==> config.mk <==
export PLATFORM = sky130hd
export DESIGN_NAME = bilps_top
export DESIGN_NICKNAME = d
export VERILOG_FILES = /design/src/rtl/bilps_pkg.sv /design/src/rtl/bilps_top.sv
export SDC_FILE = /design/constraint.sdc
export NUM_CORES = 1
export LEC_CHECK = 0
export ABC_AREA = 1
export BUFFER_PORTS_ARGS = -buffer_cell sky130_fd_sc_hd__buf_2
export CAP_MARGIN = 20
export CORE_ASPECT_RATIO = 1.1
export CORE_MARGIN = 5
export CORE_UTILIZATION = 40
export CTS_BUF_LIST = sky130_fd_sc_hd__clkbuf_2
export DETAILED_ROUTE_END_ITERATION = 8
export GPL_TIMING_DRIVEN = 0
export PLACE_DENSITY_LB_ADDON = 0.05
export SYNTH_ARGS = -nofsm -noshare
export SYNTH_HDL_FRONTEND = slang
export SYNTH_SLANG_ARGS = --single-unit
export TNS_END_PERCENT = 10
==> constraint.sdc <==
create_clock -name clk -period 18 [get_ports clk]
set_input_delay 0.9 -clock clk [delete_from_list [all_inputs] [get_ports clk]]
set_output_delay 0.9 -clock clk [all_outputs]
set_load 0.1 [all_outputs]
==> src/rtl/bilps_pkg.sv <==
// constants and types for the boot image loader and pll select block
// Notes on behaviour
// - while reset pin low, hold tile in reset and pull down all gpio pins
// - after reset release, run internal reset, boot 15 to 150 us later
// - security bit 5 set boots from otp, clear boots from serial flash
// - read 32-bit length s in words, then exactly 4*s program bytes
// - then read 32-bit trailer; skip value disables crc check, else expected crc
// - length and trailer words assembled least significant byte first
// - program placed from lowest ram address, execution starts there
// - crc covers length word and program bytes, never the trailer
// - reflected poly EDB88320, preset all ones, final value inverted
// - boot flash reached through tile 0 ports over quad spi
// - mode pins pick pll ratio 40/16/8/4, feedback 159/63/31/15, od 1, r 0
// - tile clock is osc times (f+1)/2 over (r+1) over (od+1)
// - software may rewrite od, f and r through the pll register after boot
package bilps_pkg;
  localparam int unsigned CLK_MHZ = 200;
  localparam int unsigned BOOT_DELAY_US = 15;
  localparam int unsigned BOOT_DELAY_CYC = BOOT_DELAY_US * CLK_MHZ;
  localparam int unsigned SEC_BOOT_BIT = 5;
  localparam logic [31:0] CRC_SKIP = 32'h0D15AB1E;
  localparam logic [31:0] CRC_POLY = 32'hEDB88320;
  localparam logic [31:0] CRC_INIT = 32'hFFFFFFFF;
  localparam logic [15:0] RAM_BASE = 16'h0000;
  localparam int unsigned RAM_AW = 16;
  // register offsets
  localparam logic [3:0] REG_PLL = 4'h0;
  localparam logic [3:0] REG_STATUS = 4'h1;
  localparam logic [3:0] REG_SEC = 4'h2;
  localparam logic [3:0] REG_LEN = 4'h3;
  // pll field positions
  localparam int unsigned PLL_R_LSB = 0;
  localparam int unsigned PLL_F_LSB = 8;
  localparam int unsigned PLL_OD_LSB = 23;
  localparam logic [1:0] MODE_R40 = 2'h0;
  localparam logic [1:0] MODE_R16 = 2'h3;
  localparam logic [1:0] MODE_R8 = 2'h2;
  localparam logic [1:0] MODE_R4 = 2'h1;
  localparam logic [11:0] F_R40 = 12'h09F;
  localparam logic [11:0] F_R16 = 12'h03F;
  localparam logic [11:0] F_R8 = 12'h01F;
  localparam logic [11:0] F_R4 = 12'h00F;
  localparam logic [2:0] OD_RST = 3'h1;
  localparam logic [5:0] R_RST = 6'h00;
  typedef enum logic [2:0] {
    BILPS_IDLE = 3'b000,
    BILPS_WAIT = 3'b001,
    BILPS_LEN = 3'b010,
    BILPS_PROG = 3'b011,
    BILPS_TRAIL = 3'b100,
    BILPS_RUN = 3'b101,
    BILPS_FAIL = 3'b110
  } bilps_state_e;
endpackage : bilps_pkg

==> src/rtl/bilps_top.sv <==
// boot sequencer: reset hold, source select, image load, crc check, pll mode
//
// The address-and-strobe port and the register offsets were decided locally.
`timescale 1ns/1ps
module bilps_top
  import bilps_pkg::*;
#(
  parameter int unsigned BOOT_DELAY = BOOT_DELAY_CYC
) (
  input wire logic clk,
  input wire logic rst,
  input wire logic chip_rst_n,
  input wire logic [1:0] mode_pins,
  input wire logic [31:0] security_word,
  input wire logic [7:0] src_byte,
  input wire logic src_valid,
  output logic src_ready,
  output logic src_from_otp,
  output logic gpio_pulldown_en,
  output logic tile_rst,
  output logic ram_we,
  output logic [RAM_AW-1:0] ram_addr,
  output logic [31:0] ram_wdata,
  output logic run_start,
  output logic [RAM_AW-1:0] run_pc,
  output logic boot_fail,
  output logic [2:0] pll_output_divider,
  output logic [11:0] pll_feedback,
  output logic [5:0] pll_ref_div,
  input wire logic [3:0] reg_addr,
  input wire logic [31:0] reg_wdata,
  input wire logic reg_wr,
  input wire logic reg_rd,
  output logic [31:0] reg_rdata
);
  bilps_state_e st_q, st_d;
  logic [31:0] cnt_q, cnt_d;
  logic [31:0] len_q, len_d;
  logic [31:0] sh_q, sh_d;
  logic [1:0] bi_q, bi_d;
  logic [31:0] crc_q, crc_d;
  logic [RAM_AW-1:0] wa_q, wa_d;
  logic we_q, we_d;
  logic [31:0] wd_q, wd_d;
  logic run_q, run_d, fail_q, fail_d, trst_q, trst_d, pd_q, pd_d, otp_q, otp_d, rdy_q, rdy_d;
  logic [2:0] od_q, od_d;
  logic [11:0] f_q, f_d;
  logic [5:0] r_q, r_d;
  logic [31:0] rd_q, rd_d;
  logic [31:0] word_nx;
  logic take;

  function automatic logic [31:0] crc_byte(input logic [31:0] c, input logic [7:0] b);
    logic [31:0] x;
    x = c ^ {24'h000000, b};
    for (int i = 0; i < 8; i++) begin
      x = x[0] ? ((x >> 1) ^ CRC_POLY) : (x >> 1);
    end
    return x;
  endfunction : crc_byte

  always_comb begin
    take = rdy_q && src_valid;
    word_nx = {src_byte, sh_q[31:8]};
    st_d = st_q;
    cnt_d = cnt_q;
    len_d = len_q;
    sh_d = sh_q;
    bi_d = bi_q;
    crc_d = crc_q;
    wa_d = wa_q;
    we_d = 1'b0;
    wd_d = wd_q;
    run_d = run_q;
    fail_d = fail_q;
    trst_d = trst_q;
    pd_d = pd_q;
    otp_d = otp_q;
    rdy_d = 1'b0;
    case (st_q)
      BILPS_IDLE: begin
        trst_d = 1'b1;
        pd_d = 1'b1;
        cnt_d = 32'h00000000;
        if (chip_rst_n) begin
          st_d = BILPS_WAIT;
        end
      end
      BILPS_WAIT: begin
        pd_d = 1'b0;
        cnt_d = cnt_q + 32'h00000001;
        if (cnt_q >= BOOT_DELAY - 1) begin
          otp_d = security_word[SEC_BOOT_BIT];
          crc_d = CRC_INIT;
          bi_d = 2'h0;
          cnt_d = 32'h00000000;
          rdy_d = 1'b1;
          st_d = BILPS_LEN;
        end
      end
      BILPS_LEN: begin
        rdy_d = 1'b1;
        if (take) begin
          crc_d = crc_byte(crc_q, src_byte);
          sh_d = word_nx;
          bi_d = bi_q + 2'h1;
          if (bi_q == 2'h3) begin
            len_d = word_nx;
            wa_d = RAM_BASE;
            st_d = (word_nx == 32'h00000000) ? BILPS_TRAIL : BILPS_PROG;
          end
        end
      end
      BILPS_PROG: begin
        rdy_d = 1'b1;
        if (take) begin
          crc_d = crc_byte(crc_q, src_byte);
          sh_d = word_nx;
          bi_d = bi_q + 2'h1;
          if (bi_q == 2'h3) begin
            we_d = 1'b1;
            wd_d = word_nx;
            cnt_d = cnt_q + 32'h00000001;
            if (cnt_q != 32'h00000000) begin
              wa_d = wa_q + {{(RAM_AW-1){1'b0}}, 1'b1};
            end
            if (cnt_q + 32'h00000001 == len_q) begin
              st_d = BILPS_TRAIL;
            end
          end
        end
      end
      BILPS_TRAIL: begin
        rdy_d = 1'b1;
        if (take) begin
          sh_d = word_nx;
          bi_d = bi_q + 2'h1;
          if (bi_q == 2'h3) begin
            rdy_d = 1'b0;
            if (word_nx == CRC_SKIP || word_nx == ~crc_q) begin
              run_d = 1'b1;
              trst_d = 1'b0;
              st_d = BILPS_RUN;
            end else begin
              fail_d = 1'b1;
              st_d = BILPS_FAIL;
            end
          end
        end
      end
      default: begin
      end
    endcase
    if (!chip_rst_n) begin
      st_d = BILPS_IDLE;
      trst_d = 1'b1;
      pd_d = 1'b1;
      run_d = 1'b0;
      fail_d = 1'b0;
      rdy_d = 1'b0;
      we_d = 1'b0;
    end
  end

  always_ff @(posedge clk or posedge rst) begin
    if (rst) begin
      st_q <= BILPS_IDLE;
      cnt_q <= 32'h00000000;
      len_q <= 32'h00000000;
      sh_q <= 32'h00000000;
      bi_q <= 2'h0;
      crc_q <= CRC_INIT;
      wa_q <= RAM_BASE;
      we_q <= 1'b0;
      wd_q <= 32'h00000000;
      run_q <= 1'b0;
      fail_q <= 1'b0;
      trst_q <= 1'b1;
      pd_q <= 1'b1;
      otp_q <= 1'b0;
      rdy_q <= 1'b0;
    end else begin
      st_q <= st_d;
      cnt_q <= cnt_d;
      len_q <= len_d;
      sh_q <= sh_d;
      bi_q <= bi_d;
      crc_q <= crc_d;
      wa_q <= wa_d;
      we_q <= we_d;
      wd_q <= wd_d;
      run_q <= run_d;
      fail_q <= fail_d;
      trst_q <= trst_d;
      pd_q <= pd_d;
      otp_q <= otp_d;
      rdy_q <= rdy_d;
    end
  end

  // pll settings and register port
  always_comb begin
    od_d = od_q;
    f_d = f_q;
    r_d = r_q;
    rd_d = 32'h00000000;
    if (st_q == BILPS_IDLE) begin
      // mode pin pll defaults, pins assumed static
      od_d = OD_RST;
      r_d = R_RST;
      case (mode_pins)
        MODE_R40: f_d = F_R40;
        MODE_R16: f_d = F_R16;
        MODE_R8: f_d = F_R8;
        default: f_d = F_R4;
      endcase
    end else if (reg_wr && reg_addr == REG_PLL) begin
      // software pll rewrite, range kept by software
      od_d = reg_wdata[PLL_OD_LSB +: 3];
      f_d = reg_wdata[PLL_F_LSB +: 12];
      r_d = reg_wdata[PLL_R_LSB +: 6];
    end
    if (reg_rd) begin
      if (reg_addr == REG_PLL) begin
        rd_d = 32'h00000000;
        rd_d[PLL_OD_LSB +: 3] = od_q;
        rd_d[PLL_F_LSB +: 12] = f_q;
        rd_d[PLL_R_LSB +: 6] = r_q;
      end else if (reg_addr == REG_STATUS) begin
        rd_d = {25'h0000000, otp_q, fail_q, run_q, 1'b0, st_q};
      end else if (reg_addr == REG_SEC) begin
        rd_d = security_word;
      end else if (reg_addr == REG_LEN) begin
        rd_d = len_q;
      end else begin
        rd_d = 32'h00000000;
      end
    end
  end

  always_ff @(posedge clk or posedge rst) begin
    if (rst) begin
      od_q <= OD_RST;
      f_q <= F_R40;
      r_q <= R_RST;
      rd_q <= 32'h00000000;
    end else begin
      od_q <= od_d;
      f_q <= f_d;
      r_q <= r_d;
      rd_q <= rd_d;
    end
  end

  // byte source stands for the tile 0 quad spi port path
  assign src_ready = rdy_q;
  assign src_from_otp = otp_q;
  assign gpio_pulldown_en = pd_q;
  assign tile_rst = trst_q;
  assign ram_we = we_q;
  assign ram_addr = wa_q;
  assign ram_wdata = wd_q;
  assign run_start = run_q;
  assign run_pc = RAM_BASE;
  assign boot_fail = fail_q;
  // ratio formed by clock generator from these fields
  assign pll_output_divider = od_q;
  assign pll_feedback = f_q;
  assign pll_ref_div = r_q;
  assign reg_rdata = rd_q;
endmodule : bilps_top

==> results.sh <==
export IMPL_main_combinational_cell_family_by_area_after_synthesis="simple AND/OR/NAND/NOR gates"
export IMPL_place_port_buffers=177
export IMPL_die_area_um2=36000
export IMPL_vias=12400
export IMPL_die_h_um=198
export IMPL_worstPathMaxFanout=10
export IMPL_hold_end="pll_output_divider[1]"
export IMPL_min_delay_path_class="in -> reg"
export IMPL_overflow_after_grt=0
export IMPL_worst_skew_pair_late_latency_ps=890
export IMPL_wl_mm=48.7
export IMPL_cpMaxStageDelayCell="sky130_fd_sc_hd__nor3_1"
export IMPL_post_synth_fa_ha_maj_area_fraction=0.00388
export IMPL_hold_path_depth=3
export IMPL_layout_worst_path_cycle_share=0.186
export IMPL_firstDrtPassIters=5
export IMPL_worst_pin_slew_ps=885
export IMPL_vias_in_the_first_global_route=12200
export IMPL_min_period_ps=3350
export IMPL_detail_route_iter0_violations=1015
export IMPL_synth_compound_area_share=0.120
export IMPL_critPathRequiredTime_ps=18750
export IMPL_finalMaxSlewViolations=0
export IMPL_synth_cell_types=50
export IMPL_coreArea_um2=32100
export IMPL_timing_rr_start="cnt_q[27]"
export IMPL_post_drt_via_cell_ratio=5.20
export IMPL_syn_area_um2=12900
export IMPL_die_width_um=181
export IMPL_clock_tree_htree_level_count=3
export IMPL_synthDominantCellAreaShare=0.372
export IMPL_clock_root_buffer="sky130_fd_sc_hd__clkbuf_2"
export IMPL_place_hpwl_mm=37.8
export IMPL_final_setup_skew_ps=86.4
export IMPL_tritoncts_num_buffers=67
export IMPL_post_dp_cell_area_um2=14400
export IMPL_detail_route_wl_per_cell_um=20.4
export IMPL_cellLeakagePower_nw=7.57
export IMPL_pwrdens_nw_per_um2=116
export IMPL_cts_clk_slew_worst_paths_ps=110
export IMPL_yosys_area_top_type="sky130_fd_sc_hd__dfrtp_1"
export IMPL_fin_nets=1993
export IMPL_floorplan_rows=69
export IMPL_worst_slew_margin_rel=0.404
export IMPL_yosys_warnings=0
export IMPL_cts_sink_count=233
export IMPL_synth_top_cells_by_area="sky130_fd_sc_hd__dfrtp_1, sky130_fd_sc_hd__nand2_1, sky130_fd_sc_hd__dfstp_2, sky130_fd_sc_hd__o21ai_0, sky130_fd_sc_hd__inv_1"
export IMPL_crit_arrival_ps=4100
export IMPL_timing_reg2reg_setup_slack_ps=14650
export IMPL_finalHoldViolations=0
export IMPL_post_synth_xor_area_fraction=0.0751
export IMPL_cp_cell_sequence="inv_1, nand4_1, nor3_1, nand2_1, nor3_1, nand2_1, nor2_1, inv_1, a21oi_2, inv_2, buf_2, o22ai_1"
export IMPL_setup_violations=0
export IMPL_area_growth_syn_to_layout_pct=16.8
export IMPL_rsz0062_at_grt="no"
export IMPL_reg2reg_depth=12
export IMPL_summed_negative_setup_slack_over_all_endpoints_ps=0
export IMPL_worst_ir_drop_vdd_mv=0.0873
export IMPL_top_level_ports=208
export IMPL_end_kind="register"
export IMPL_cts_tree="done"
export IMPL_routabilityCongestion=0.923
export IMPL_grt_usage=0.265
export IMPL_critPathMaxStageDelay_ps=620
export IMPL_drc_errors=0
export IMPL_cts_setup_buffers=0
export IMPL_min_from="reg_wdata[24]"
export IMPL_critical_path_reg2reg_endpoint="cnt_q[2]"
export IMPL_run_status="finished, final reports clean"
export IMPL_layout_cell_area_non_filler_um2=15100
export IMPL_grt_start_max_net_pins=109
export IMPL_grt_pass1_wl_mm=73.1
export IMPL_drv_cap=0
export IMPL_detail_route_antenna_nets=0
export IMPL_initial_utilization=0.402
export IMPL_timing_critical_path_from_type="register"
export IMPL_synth_simple_gate_area_frac=0.263
export IMPL_synth_avg_cell_area_um2=7.86
export IMPL_ys_ff_latch=233
export IMPL_seq_area_frac_synth=0.456
export IMPL_post_synth_mux_area_share=0
export IMPL_final_layout_size_suffix_gt1_frac=0.202
export IMPL_synthesis_instances=1641
export IMPL_max_fclk_mhz=299
export IMPL_setup_worst_path_class="reg -> reg"
export IMPL_max_clock_path_buffers=3
export IMPL_number_of_antenna_violations_at_the_first_check_in_global_routing=3
-- metrics by stage --
stage	setup slack [ps]	power [W]	hold WS, ps	std cells	util
2_1_floorplan	10780	0.00116	446	1656	-
3_3_place_gp	7550	0.00134	465	2259	0.448
3_5_place_dp	14630	0.00135	468	2261	0.450
4_1_cts	14700	0.00176	194	2382	0.469
5_1_grt	14350	0.00185	214	2385	0.469
6_report	14650	0.00175	275	2387	0.469
-- Yosys cell counts, drive strengths merged --
cell type	count
nand2	421
inv	195
dfrtp	192
o21ai	152
nor2	141
nand3	137
xor2	71
nand4	49
a21oi	42
clkbuf	42
dfstp	41
buf	25
xnor2	25
o22ai	18
nor3	15
o221ai	12
a22o	10
a22oi	10
o31ai	8
nor4	6
o22a	5
ha	4
a31oi	3
o21a	3
a32oi	2
o211ai	2
or2	2
xnor3	2
a211oi	1
and3	1
clkinv	1
conb	1
nor3b	1
o32ai	1
-- power breakdown --
group | leakage [nW] | switching [W] | internal (W)
clock | 0.475 | 0.000242 | 0.000162
combinational | 4.16 | 0.000458 | 0.000209
sequential | 2.93 | 0.0000726 | 0.000605
total | 7.57 | 0.000772 | 0.000976
-- sequential cells by signal (all words and copies together) (netlist names) --
signal / flops
cnt_q: 32
crc_q: 32
len_q: 32
ram_wdata: 32
reg_rdata: 32
sh_q: 24
ram_addr: 16
pll_feedback: 12
pll_ref_div: 6
pll_output_divider: 3
st_q: 3
bi_q: 2
boot_fail: 1
gpio_pulldown_en: 1
ram_we: 1
run_start: 1
src_from_otp: 1
src_ready: 1
tile_rst: 1
-- what timing repair did --
action                                 in CTS  in global routing
resized for setup                           0                  0
hold buffers                                1                  0
endpoints found under the hold margin      29                  0
setup endpoints to repair                   0                  0
-- metal layers --
| metal | track usage | vias to the layer above | share of wire |
|---|---|---|---|
| met5 | 0 | - | 0 |
| met4 | 0.121 | 0 | 0.046 |
| met3 | 0.0527 | 111 | 0.061 |
| met2 | 0.450 | 462 | 0.49 |
| met1 | 0.330 | 5894 | 0.40 |
| li1 | - | 5936 | - |
-- cell families after synthesis --
logic type                 count (synthesis)
and+or+nand+nor                          773
DFF                                      233
adders and majority gates                  4
xor gates and xnor gates                  98
buffers and inverters                    263
AOI/OAI and AO/OA                        269
other                                      1
-- cell usage in the layout, fill, tap and decap left out, drive strengths merged, types with 2 or more instances in the layout --
| master | Yosys | final |
|---|---|---|
| o22ai | 18 | 18 |
| dfstp | 41 | 41 |
| clkinv | 1 | 15 |
| o21a | 3 | 3 |
| diode | 0 | 5 |
| o21ai | 152 | 152 |
| o22a | 5 | 5 |
| nor4 | 6 | 6 |
| buf | 25 | 204 |
| o211ai | 2 | 2 |
| o31ai | 8 | 8 |
| xor2 | 71 | 71 |
| a32oi | 2 | 2 |
| dfrtp | 192 | 192 |
| a31oi | 3 | 3 |
| nand3 | 137 | 137 |
| ha | 4 | 4 |
| a22oi | 10 | 10 |
| nor2 | 141 | 141 |
| a22o | 10 | 10 |
| inv | 195 | 200 |
| xnor2 | 25 | 25 |
| a21oi | 42 | 42 |
| conb | 1 | 16 |
| or2 | 2 | 2 |
| nand4 | 49 | 49 |
| o221ai | 12 | 12 |
| nand2 | 421 | 421 |
| nor3 | 15 | 15 |
| clkbuf | 42 | 142 |
| xnor3 | 2 | 2 |
-- critical path: cells and delay by family (launching register included) --
| family | cells | cell delay (ps) |
|---|---|---|
| AO/OA/AOI/OAI | 2 | 680 |
| buffers and inverters | 4 | 720 |
| flip-flops | 1 | 450 |
| AND/OR/NAND/NOR | 6 | 1360 |
-- worst max-delay path by stage --
stage                      startpoint               endpoint  slack, ps
after global placement            rst        pll_feedback[8]       7550
after global routing        cnt_q[25]              cnt_q[20]      14350
final                       cnt_q[27]               cnt_q[2]      14650
after CTS                   cnt_q[27]              cnt_q[20]      14700
after floorplan                   rst                bi_q[0]      10780
after detailed placement  reg_addr[3]  pll_output_divider[2]      14630
-- layout make-up --
class | instances | area (um^2)
Timing Repair Buffer | 180 | 951
Multi-Input combinational cell | 1160 | 6020
Clock buffer | 100 | 500
Buffer | 67 | 323
Tap cell | 426 | 533
Antenna cell | 5 | 12.5
Sequential cell | 233 | 5880
Inverter | 196 | 743
Clock inverter | 20 | 103
Fill cell | 3432 | 17000
No activity file was read; power rests on OpenSTA's default activity.
